[config.mk]
export PLATFORM = sky130hd
export DESIGN_NAME = low_power_mode_control
export DESIGN_NICKNAME = d
export VERILOG_FILES = /design/src/rtl/lpm_pkg.sv /design/src/rtl/low_power_mode_control.sv
export VERILOG_INCLUDE_DIRS = /design/src /design/src/rtl
export SDC_FILE = /design/constraint.sdc
export NUM_CORES = 1
export LEC_CHECK = 0
export ABC_AREA = 0
export ABC_CLOCK_PERIOD_IN_PS = 1610
export BUFFER_PORTS_ARGS = -buffer_cell sky130_fd_sc_hd__buf_2
export CAP_MARGIN = 0
export CORE_ASPECT_RATIO = 0.9
export CORE_MARGIN = 3
export CORE_UTILIZATION = 30
export CTS_CLUSTER_SIZE = 12
export DETAILED_ROUTE_END_ITERATION = 6
export PLACE_DENSITY = 0.6
export SLEW_MARGIN = 20
export SYNTH_ARGS = -nofsm -noshare
export SYNTH_HDL_FRONTEND = slang
export SYNTH_SLANG_ARGS = --single-unit
[constraint.sdc]
create_clock -name clk_i -period 1.61 [get_ports clk_i]
set_input_delay 0 -clock clk_i [delete_from_list [all_inputs] [get_ports clk_i]]
set_output_delay 0 -clock clk_i [all_outputs]
set_load 0.005 [all_outputs]
[src/rtl/lpm_cfg.svh]
// register offsets, field positions, reset values and timing counts
// assumes a 100 MHz system clock and byte addresses on the bus
`ifndef LPM_CFG_SVH
`define LPM_CFG_SVH
`define LPM_ADR_IOCTL   4'h0
`define LPM_ADR_CPUCTL  4'h4
`define LPM_ADR_IRQEN   4'h8
`define LPM_ADR_STATUS  4'hC
`define LPM_FREEZE_BIT  5
`define LPM_CCR_B3      3
`define LPM_CCR_B6      6
`define LPM_IEF_BIT     7
`define LPM_IOCTL_RST   8'h00
`define LPM_CPUCTL_RST  8'h00
`define LPM_IRQEN_RST   8'h00
// restart time in tenths of a clock period
`define LPM_WAKE_X10    15
`define LPM_WAKE_CYC    ((`LPM_WAKE_X10 + 9) / 10)
`endif

[src/rtl/lpm_pkg.sv]
// types shared by the low power mode controller
// assumes nothing beyond the system clock domain
`default_nettype none
package lpm_pkg;
    typedef enum logic [4:0] {
        ST_NORMAL = 5'h01,
        ST_HALT   = 5'h02,
        ST_SLEEP  = 5'h04,
        ST_STOP   = 5'h08,
        ST_WAKE   = 5'h10
    } mode_e;
    typedef struct packed {
        mode_e       mode;
        logic [1:0]  cnt;
        logic        svc;
        logic [7:0]  ioctl;
        logic [7:0]  cpuctl;
        logic [7:0]  irqen;
        logic [15:0] ret;
        logic [3:0]  s1;
        logic [3:0]  s2;
        logic [3:0]  s3;
        logic [3:0]  lvl;
        logic        ack;
        logic [31:0] dat;
        logic        halt_n;
        logic        strobe;
        logic        m1_n;
        logic        bus_high;
        logic        core_en;
        logic        dma_en;
        logic        per_en;
        logic        rfsh_en;
        logic        take;
        logic        resume;
    } lpm_state_s;
endpackage
`default_nettype wire

[src/rtl/low_power_mode_control.sv]
// halt, sleep, peripheral freeze and full-stop control with wishbone regs
// assumes core pulses for halt/sleep/ei/di and irq pins from outside
//
// Function
// - after halt, fetch only; halt, strobe and fetch-cycle pins low
// - halt keeps clocks, interrupts, grants, refresh and all peripherals
// - halt exits on reset, nmi, enabled on-chip or external interrupt
// - return address after halt is the following instruction
// - sleep entered when freeze bit and control bits 3 and 6 are zero
// - sleep gates core and dma clocks, stops refresh, keeps interrupts
// - sleep holds address and controls high, halt low, unless granted
// - peripherals keep running in sleep, only dma stops
// - sleep wakes on reset, nmi, enabled interrupts; disabled ones cannot
// - wake with global flag set services interrupt, returns after sleep
// - wake without nmi and with global flag clear just continues after sleep
// - core resumes about one and a half clocks after wake
// - freeze bit stops serial, clocked serial and timers; clear restarts
// - sleep with freeze set enters full-stop; clock output keeps running
// - full-stop exits like sleep but frozen peripherals cannot wake
// - normal operation keeps the halt indicator high
`default_nettype none
`include "lpm_cfg.svh"
module low_power_mode_control (
    input  wire logic        clk_i,
    input  wire logic        rst_i,
    input  wire logic        wb_cyc_i,
    input  wire logic        wb_stb_i,
    input  wire logic        wb_we_i,
    input  wire logic [3:0]  wb_adr_i,
    input  wire logic [3:0]  wb_sel_i,
    input  wire logic [31:0] wb_dat_i,
    output logic      [31:0] wb_dat_o,
    output logic             wb_ack_o,
    input  wire logic        halt_instr_i,
    input  wire logic        sleep_instr_i,
    input  wire logic        enable_irq_instr_i,
    input  wire logic        disable_irq_instr_i,
    input  wire logic [15:0] next_pc_i,
    input  wire logic        nmi_n_i,
    input  wire logic        ext_irq0_n_i,
    input  wire logic        ext_irq1_n_i,
    input  wire logic        ext_irq2_n_i,
    input  wire logic        periph_irq_i,
    input  wire logic        onchip_irq_i,
    input  wire logic        busack_i,
    output logic             halt_n_o,
    output logic             status_strobe_o,
    output logic             opcode_fetch_cycle_n_o,
    output logic             bus_high_o,
    output logic             core_clk_en_o,
    output logic             dma_clk_en_o,
    output logic             periph_clk_en_o,
    output logic             refresh_en_o,
    output logic             irq_take_o,
    output logic             resume_o,
    output logic      [15:0] return_addr_o
);
    localparam logic [1:0] WAKE_LAST = 2'(`LPM_WAKE_CYC - 1);

    lpm_pkg::lpm_state_s q, d;
    logic                freeze, sleep_ok, nmi, ext_any, wake, halt_wake;
    logic                global_irq_enable_flag, acc, wr;
    lpm_pkg::mode_e      m;

    always_comb begin
        freeze   = q.ioctl[`LPM_FREEZE_BIT];
        global_irq_enable_flag      = q.irqen[`LPM_IEF_BIT];
        nmi      = ~q.lvl[3];
        ext_any  = |(~q.lvl[2:0] & q.irqen[2:0]);
        // frozen peripherals cannot raise a wake in full-stop
        wake     = nmi | ext_any | (onchip_irq_i & q.irqen[4])
                 | (periph_irq_i & q.irqen[3]
                    & (q.mode != lpm_pkg::ST_STOP));
        // a maskable request is only accepted out of halt when ief is set
        halt_wake = nmi | (global_irq_enable_flag & (wake & ~nmi));
        sleep_ok = ~q.cpuctl[`LPM_CCR_B3] & ~q.cpuctl[`LPM_CCR_B6];
        acc      = wb_cyc_i & wb_stb_i & ~q.ack;
        wr       = acc & wb_we_i & wb_sel_i[0];
    end

    always_comb begin
        d        = q;
        d.take   = 1'b0;
        d.resume = 1'b0;
        // pin synchroniser; a level counts once stages two and three agree
        d.s1 = {nmi_n_i, ext_irq2_n_i, ext_irq1_n_i, ext_irq0_n_i};
        d.s2 = q.s1;
        d.s3 = q.s2;
        for (int i = 0; i < 4; i++) begin
            if (q.s2[i] == q.s3[i]) begin
                d.lvl[i] = q.s3[i];
            end
        end
        // bus slave: ack one cycle after the request, write on that edge
        d.ack = acc;
        d.dat = 32'h0000_0000;
        if (wr && wb_adr_i == `LPM_ADR_IOCTL) begin
            d.ioctl = wb_dat_i[7:0];
        end
        if (wr && wb_adr_i == `LPM_ADR_CPUCTL) begin
            d.cpuctl = wb_dat_i[7:0];
        end
        if (wr && wb_adr_i == `LPM_ADR_IRQEN) begin
            d.irqen = wb_dat_i[7:0];
        end
        // instruction flag changes win over a same-cycle register write
        if (enable_irq_instr_i) begin
            d.irqen[`LPM_IEF_BIT] = 1'b1;
        end else if (disable_irq_instr_i) begin
            d.irqen[`LPM_IEF_BIT] = 1'b0;
        end
        if (acc && !wb_we_i) begin
            case (wb_adr_i)
                `LPM_ADR_IOCTL:  d.dat = {24'h00_0000, q.ioctl};
                `LPM_ADR_CPUCTL: d.dat = {24'h00_0000, q.cpuctl};
                `LPM_ADR_IRQEN:  d.dat = {24'h00_0000, q.irqen};
                `LPM_ADR_STATUS: d.dat = {q.ret, 4'h0, q.lvl,
                                          3'h0, q.mode};
                default:         d.dat = 32'h0000_0000;
            endcase
        end
        case (q.mode)
            lpm_pkg::ST_NORMAL: begin
                if (halt_instr_i) begin
                    d.mode = lpm_pkg::ST_HALT;
                    d.ret  = next_pc_i;
                end else if (sleep_instr_i && sleep_ok) begin
                    d.ret  = next_pc_i;
                    if (freeze) begin
                        d.mode = lpm_pkg::ST_STOP;
                    end else begin
                        d.mode = lpm_pkg::ST_SLEEP;
                    end
                end
            end
            lpm_pkg::ST_HALT: begin
                if (halt_wake) begin
                    d.mode = lpm_pkg::ST_NORMAL;
                    d.take = 1'b1;
                    d.resume = 1'b1;
                end
            end
            lpm_pkg::ST_SLEEP, lpm_pkg::ST_STOP: begin
                if (wake) begin
                    d.mode = lpm_pkg::ST_WAKE;
                    d.cnt  = WAKE_LAST;
                    d.svc  = nmi | global_irq_enable_flag;
                end
            end
            lpm_pkg::ST_WAKE: begin
                if (q.cnt == 2'd0) begin
                    d.mode   = lpm_pkg::ST_NORMAL;
                    d.take   = q.svc;
                    d.resume = 1'b1;
                end else begin
                    d.cnt = q.cnt - 2'd1;
                end
            end
            default: d.mode = lpm_pkg::ST_NORMAL;
        endcase
        m = d.mode;
        d.halt_n   = (m == lpm_pkg::ST_NORMAL);
        d.strobe   = (m != lpm_pkg::ST_HALT);
        d.m1_n     = (m != lpm_pkg::ST_HALT);
        d.bus_high = (m == lpm_pkg::ST_SLEEP || m == lpm_pkg::ST_STOP
                      || m == lpm_pkg::ST_WAKE) && !busack_i;
        d.core_en  = (m == lpm_pkg::ST_NORMAL || m == lpm_pkg::ST_HALT);
        d.dma_en   = d.core_en;
        d.rfsh_en  = d.core_en;
        // clock output itself is never gated here, even in full-stop
        d.per_en   = ~d.ioctl[`LPM_FREEZE_BIT];
    end

    always_ff @(posedge clk_i) begin
        if (rst_i) begin
            q        <= '0;
            q.mode   <= lpm_pkg::ST_NORMAL;
            q.ioctl  <= `LPM_IOCTL_RST;
            q.cpuctl <= `LPM_CPUCTL_RST;
            q.irqen  <= `LPM_IRQEN_RST;
            q.s1     <= 4'hF;
            q.s2     <= 4'hF;
            q.s3     <= 4'hF;
            q.lvl    <= 4'hF;
            q.halt_n <= 1'b1;
            q.strobe <= 1'b1;
            q.m1_n   <= 1'b1;
            q.core_en <= 1'b1;
            q.dma_en <= 1'b1;
            q.rfsh_en <= 1'b1;
            q.per_en <= 1'b1;
        end else begin
            q <= d;
        end
    end

    assign wb_dat_o               = q.dat;
    assign wb_ack_o               = q.ack;
    assign halt_n_o               = q.halt_n;
    assign status_strobe_o        = q.strobe;
    assign opcode_fetch_cycle_n_o = q.m1_n;
    assign bus_high_o             = q.bus_high;
    assign core_clk_en_o          = q.core_en;
    assign dma_clk_en_o           = q.dma_en;
    assign periph_clk_en_o        = q.per_en;
    assign refresh_en_o           = q.rfsh_en;
    assign irq_take_o             = q.take;
    assign resume_o               = q.resume;
    assign return_addr_o          = q.ret;
endmodule
`default_nettype wire

## Word-level counts from Yosys, hierarchy flattened

Index checks and enable logic that the tools add are counted.

- Register bits after elaboration: 104
- Latch bits: 0
- RAM bits: 0
- Memory bits (read-only): 0
- Input bits: 72
- Output and inout port bits: 59
- Word-level logic and storage cells: 111
- Memories: 0

- Add/sub/neg operators: 1
- Multipliers: 0
- Div/mod/pow operators: 0
- Magnitude comparators: 0
- Equality and inequality tests: 21
- Shifts and indexed selects: 0
- Mux-type cells: 19
- Bitwise operators: 23
- Reduce and logical (&&, ||, !) cells: 22

Operator list:

| operator | number |
|---|---|
| one-hot mux 32 bit (4 select lines) | 1 |
| 2-to-1 mux 16 bit | 2 |
| 2-to-1 mux 5 bit | 4 |
| one-hot mux 5 bit (4 select lines) | 1 |
| 2-to-1 mux 8 bit | 2 |
| AND 1 bit | 10 |
| == test 5 x 1 -> 1 bit (second input constant) | 2 |
| == test 5 x 2 -> 1 bit (second input constant) | 2 |
| == test 5 x 3 -> 1 bit (second input constant) | 2 |
| == test 5 x 4 -> 1 bit (second input constant) | 2 |
| == test 5 bit (second input constant) | 2 |
| == test 4 bit (second input constant) | 2 |
| one-hot mux 2 bit (2 select lines) | 2 |
| logical AND 1 bit | 6 |
| 2-to-1 mux 2 bit | 3 |
| 2-to-1 mux 6 bit | 1 |
| NOT 1 bit | 6 |
| inequality test 5 x 2 -> 1 bit (second input constant) | 1 |
| inequality test 5 x 4 -> 1 bit (second input constant) | 1 |
| bitwise OR 1 bit | 5 |
| == test 1 bit | 4 |
| == test 4 x 3 -> 1 bit (second input constant) | 1 |
| zero test 4 bit | 1 |
| 2-to-1 mux 4 bit | 1 |
| other kinds (14) | 22 |

## Logic depth before layout (Yosys ltp)

- Depth after elaboration: 15
- Mapped depth: 7
- Mapped depth without buffers: 6

## Worst setup path before layout

Ideal clock, no wire load.

- Kind: reg-to-reg
- From: register q (netlist bit wb_ack_o)
- To: register q (netlist bit global_irq_enable_flag)
- Setup time: 0.128 ns
- Data arrival time: 1.613 ns
- Required time: 1.482 ns
- Path slack: -0.131 ns
- Stages on the path, launching flop included: 7
- Buffers on the path: 1
- Period minus slack after synthesis: 1.741 ns
- Cell sequence: dfxtp_1 > nand3b_1 > or4_1 > buf_4 > mux2_2 > a21oi_1 > nor2_1

- Longest elaborated chain between the ends: 6

RTL lines:

| what | RTL line | RTL |
|---|---|---|
| start, declared | low_power_mode_control.sv:60 | `lpm_pkg::lpm_state_s q, d;` |
| NOT 1 bit | low_power_mode_control.sv:77 | `acc = wb_cyc_i & wb_stb_i & ~q.ack;` |
| AND 1 bit | low_power_mode_control.sv:77 |  |
| AND 1 bit (2 in series) | low_power_mode_control.sv:78 | `wr = acc & wb_we_i & wb_sel_i[0];` |
| logical AND 1 bit (no source line) | - |  |
| nonzero test 3 bit (no source line) | - |  |

Every way passes these cells.
A chain may end at the register's enable or synchronous reset.

## Final worst setup path

- From: register q (netlist bit wb_ack_o)
- To: register q (netlist bit periph_clk_en_o)

- Longest elaborated chain between the ends: 7

RTL lines:

| what | RTL line | RTL |
|---|---|---|
| NOT 1 bit | low_power_mode_control.sv:77 |  |
| AND 1 bit | low_power_mode_control.sv:77 |  |
| AND 1 bit (2 in series) | low_power_mode_control.sv:78 |  |
| logical AND 1 bit (no source line) | - |  |
| 2-to-1 mux 6 bit | low_power_mode_control.sv:97 | `` if (wr && wb_adr_i == `LPM_ADR_IOCTL) begin `` |
| NOT 1 bit | low_power_mode_control.sv:171 | `` d.per_en = ~d.ioctl[`LPM_FREEZE_BIT]; `` |

Every way passes these cells.

==> impl_results.md <==
* Largest net degree at the start of global routing at 39
* Cell variety after synth at between 40 and 50
* Synth Flop Type: dfxtp_1
* Failing checks: setup timing
* Starting Density at 0.314
* # fillers at roughly 1300
* Hold WS at about 0.079 ns
* Drt first pass iters at 5
* Clock skew at between 0.006 and 0.007 ns
* H-tree levels at 3
* Antenna violations before repair at 0
* CTS tree: built
* CP Buf/Inv Count at 2
* # Max-Cap Violations at 0
* Met2 WL post-DR at between 4000 and 5000 µm
* Fmax at between 0.5 and 0.6 GHz
* Post-DR wirelength/cell at around 14 µm
* Final instance area at 5460 µm²
* Uppermost layer routed: met4
* ANT nets after route at 0
* Status: finished with violations
* Synthesized flop and latch total at 100
* Core area at between 10000 and 15000 µm²
* Die height at ~120 µm
* GRT Total Usage at 0.126
* DP HPWL at approximately 6700 µm
* DR iter-0 viols at 202
* Hold WC Path Type: in2reg
* Final worst slack at -0.110 ns
* Fin. Hold Viols at 0
* Vias in the first global route at between 2000 and 3000
* Crit path DAT at 1.95 ns
* Rows at 39
* DRC viols at 0
* Critical path's slowest cell: or3_4
* CTS clk-pin slew, worst paths at ~0.060 ns
* Vias at around 3100
* Commonest non-fill, non-tap cell in the layout: buf_2
* Ys async rst share at 0
* Warnings, synthesis at 0
* Worst vdd ir at ~460 µV
* Slew Viols, Final at 0
* PortBufs at slightly below 100
* First-pass GRT wire length at between 10000 and 15000 µm
* Layout Nets at between 500 and 600
* CP max stage delay at between 0.3 and 0.4 ns
* DIE WIDTH at around 130 µm
* WL met3 at 477 µm
* Worst-Skew Late Latency at about 0.34 ns
* Worst rel slew slack at 0.641
* Routed WL at ~9700 µm
* Synth-to-Final Area Change at 33.9%
* Setup crit end kind: register
* CTS buffer count at 9
* Die area at 15000 µm²
* Clock root buffer master: clkbuf_16
* RSZ-0062 raised after global routing: yes
* CP required at between 1.5 and 2 ns
* M1 WL at 4580 µm
* Final min period at 1.72 ns
* Post-synth EDFFs at 0
* Area after DPL at between 4000 and 5000 µm²
* Clock sink count at 100
* Finished Layout Cells at 694
* Most frequent cells in the layout: 99 x buf_2, 91 x dfxtp_1, 54 x nor2_1
* CP Class: reg2reg
* Slew at the pin closest to its max-slew limit at approximately 0.53 ns
* Clock tree buffer depth at 2
* Final setup viols at 38
* Tcrit/Tclk final at 1.07
* Routability Congestion at between 0.8 and 0.9
* Vias/cell at 4.48
* Worst-path maximum fanout at 5
* I/O pin total at 131
* Worst path cell trace: nand3b_1 > or3_4 > buf_6 > nor3_4 > buf_6 > mux2i_4 > or2_1
* Placed cells at 643
* Cell Pwr Density at approximately 1000 nW/µm²
* Post-synthesis sequential area ratio at 0.492
* Grt ovf at 0
* Antenna diodes at 0
* Most common cell on crit path: buf_6
* Type of origin of the critical path: register
* Largest delay share family, worst path: simple AND/OR/NAND/NOR gates
* Syn Std Cell Area at 4070 µm²
* Total leakage power at ~2.5 nW
* Synth Instances at about 420
* Layout cells sized above 1 at 0.389
* Setup TNS at -2.04 ns
* Syn Area/Cell at about 9.7 µm²
-- report_power, final --
part	total, mW	switching, mW	internal [mW]
Clock	2.10	0.867	1.24
Sequential	2.64	0.0694	2.57
Combinational	0.748	0.353	0.395
Total	5.49	1.29	4.20
-- sequential cells by signal (all words and copies together), names as in the netlist --
name	cells
d	8
irq_take_o	1
refresh_en_o	1
freeze	1
halt_n_o	1
q	38
wb_ack_o	1
global_irq_enable_flag	1
resume_o	1
return_addr_o	16
periph_clk_en_o	1
bus_high_o	1
wb_dat_o	28
opcode_fetch_cycle_n_o	1
-- layout make-up --
class                   count  area [µm²]  share of cell area
flip-flops and latches    100        2020               0.369
well taps                 164         205              0.0376
inverters                   9        33.8             0.00619
clock buffers              13         250              0.0459
clock inverters             2        35.0             0.00642
repair buffers            166        1140               0.208
multi-input cells         240        1780               0.326
-- through the flow --
stage          utilization  power, mW  setup WS, ns
2_1_floorplan            -       3.11       -0.0739
3_3_place_gp         0.353       3.26        -0.117
3_5_place_dp         0.353       3.28        -0.145
4_1_cts              0.408       5.49       -0.0997
5_1_grt              0.420       5.75        -0.172
6_report             0.420       5.49        -0.110
-- worst register-to-register path, cell delays in order, from the launching register on --
cell	delay (ns)
dfxtp_2	0.32
nand3b_1	0.20
or3_4	0.36
buf_6	0.13
nor3_4	0.13
buf_6	0.17
mux2i_4	0.07
or2_1	0.23
-- Yosys cell counts, types with 2 or more instances --
library cell,number,area [µm²]
and2_1,19,119
nand2b_1,4,25.0
buf_2,6,30.0
or4_1,3,22.5
o41ai_1,2,17.5
clkbuf_1,13,48.8
o21bai_1,4,30.0
nand3b_1,2,15.0
nand2_1,12,45.0
a31oi_1,5,31.3
nor2_1,56,210
a21oi_1,16,80.1
nor3b_1,2,15.0
a32oi_1,2,17.5
dfxtp_1,100,2000
or2_1,2,12.5
nor3_1,4,20.0
nand3_1,3,15.0
mux2i_1,41,410
inv_1,9,33.8
a311oi_1,2,17.5
buf_4,53,398
o21ai_0,2,10.0
or3_4,2,22.5
nor2b_1,11,68.8
or2_2,12,75.1
nor4_1,3,18.8
a211oi_1,11,82.6
-- path summary, 6_finish.rpt --
check | start | end | slack, ns | depth (start not counted)
worst max-delay path | wb_ack_o | periph_clk_en_o | -0.11 | 7
worst min register to register | d[54] | d[50] | 0.41 | 1
worst min-delay path | halt_instr_i | q[103] | 0.08 | 3
worst max register to register | wb_ack_o | periph_clk_en_o | -0.11 | 7
-- per-layer routing --
| metal | track usage | vias to the layer above |
|---|---|---|
| li1 | - | 1562 |
| met2 | 0.205 | 74 |
| met5 | 0 | - |
| met3 | 0.0293 | 9 |
| met1 | 0.168 | 1467 |
| met4 | 0.0399 | 0 |
-- repair_timing --
item	in CTS	in global routing
pin swaps	4	13
setup endpoints to repair	45	77
setup buffers	0	4
hold buffers	33	0
resized for setup	23	32
endpoints found under the hold margin	46	0
-- logic make-up after synthesis --
| family | share of synthesized area |
|---|---|
| AOI/OAI and AO/OA | 0.0808 |
| DFF | 0.492 |
| buffers and inverters | 0.126 |
| muxes | 0.104 |
| adders and majority gates | 0.00307 |
| other | 0.000921 |
| and+or+nand+nor | 0.190 |
| xor gates and xnor gates | 0.00430 |
No activity file was read; power rests on OpenSTA's default activity.
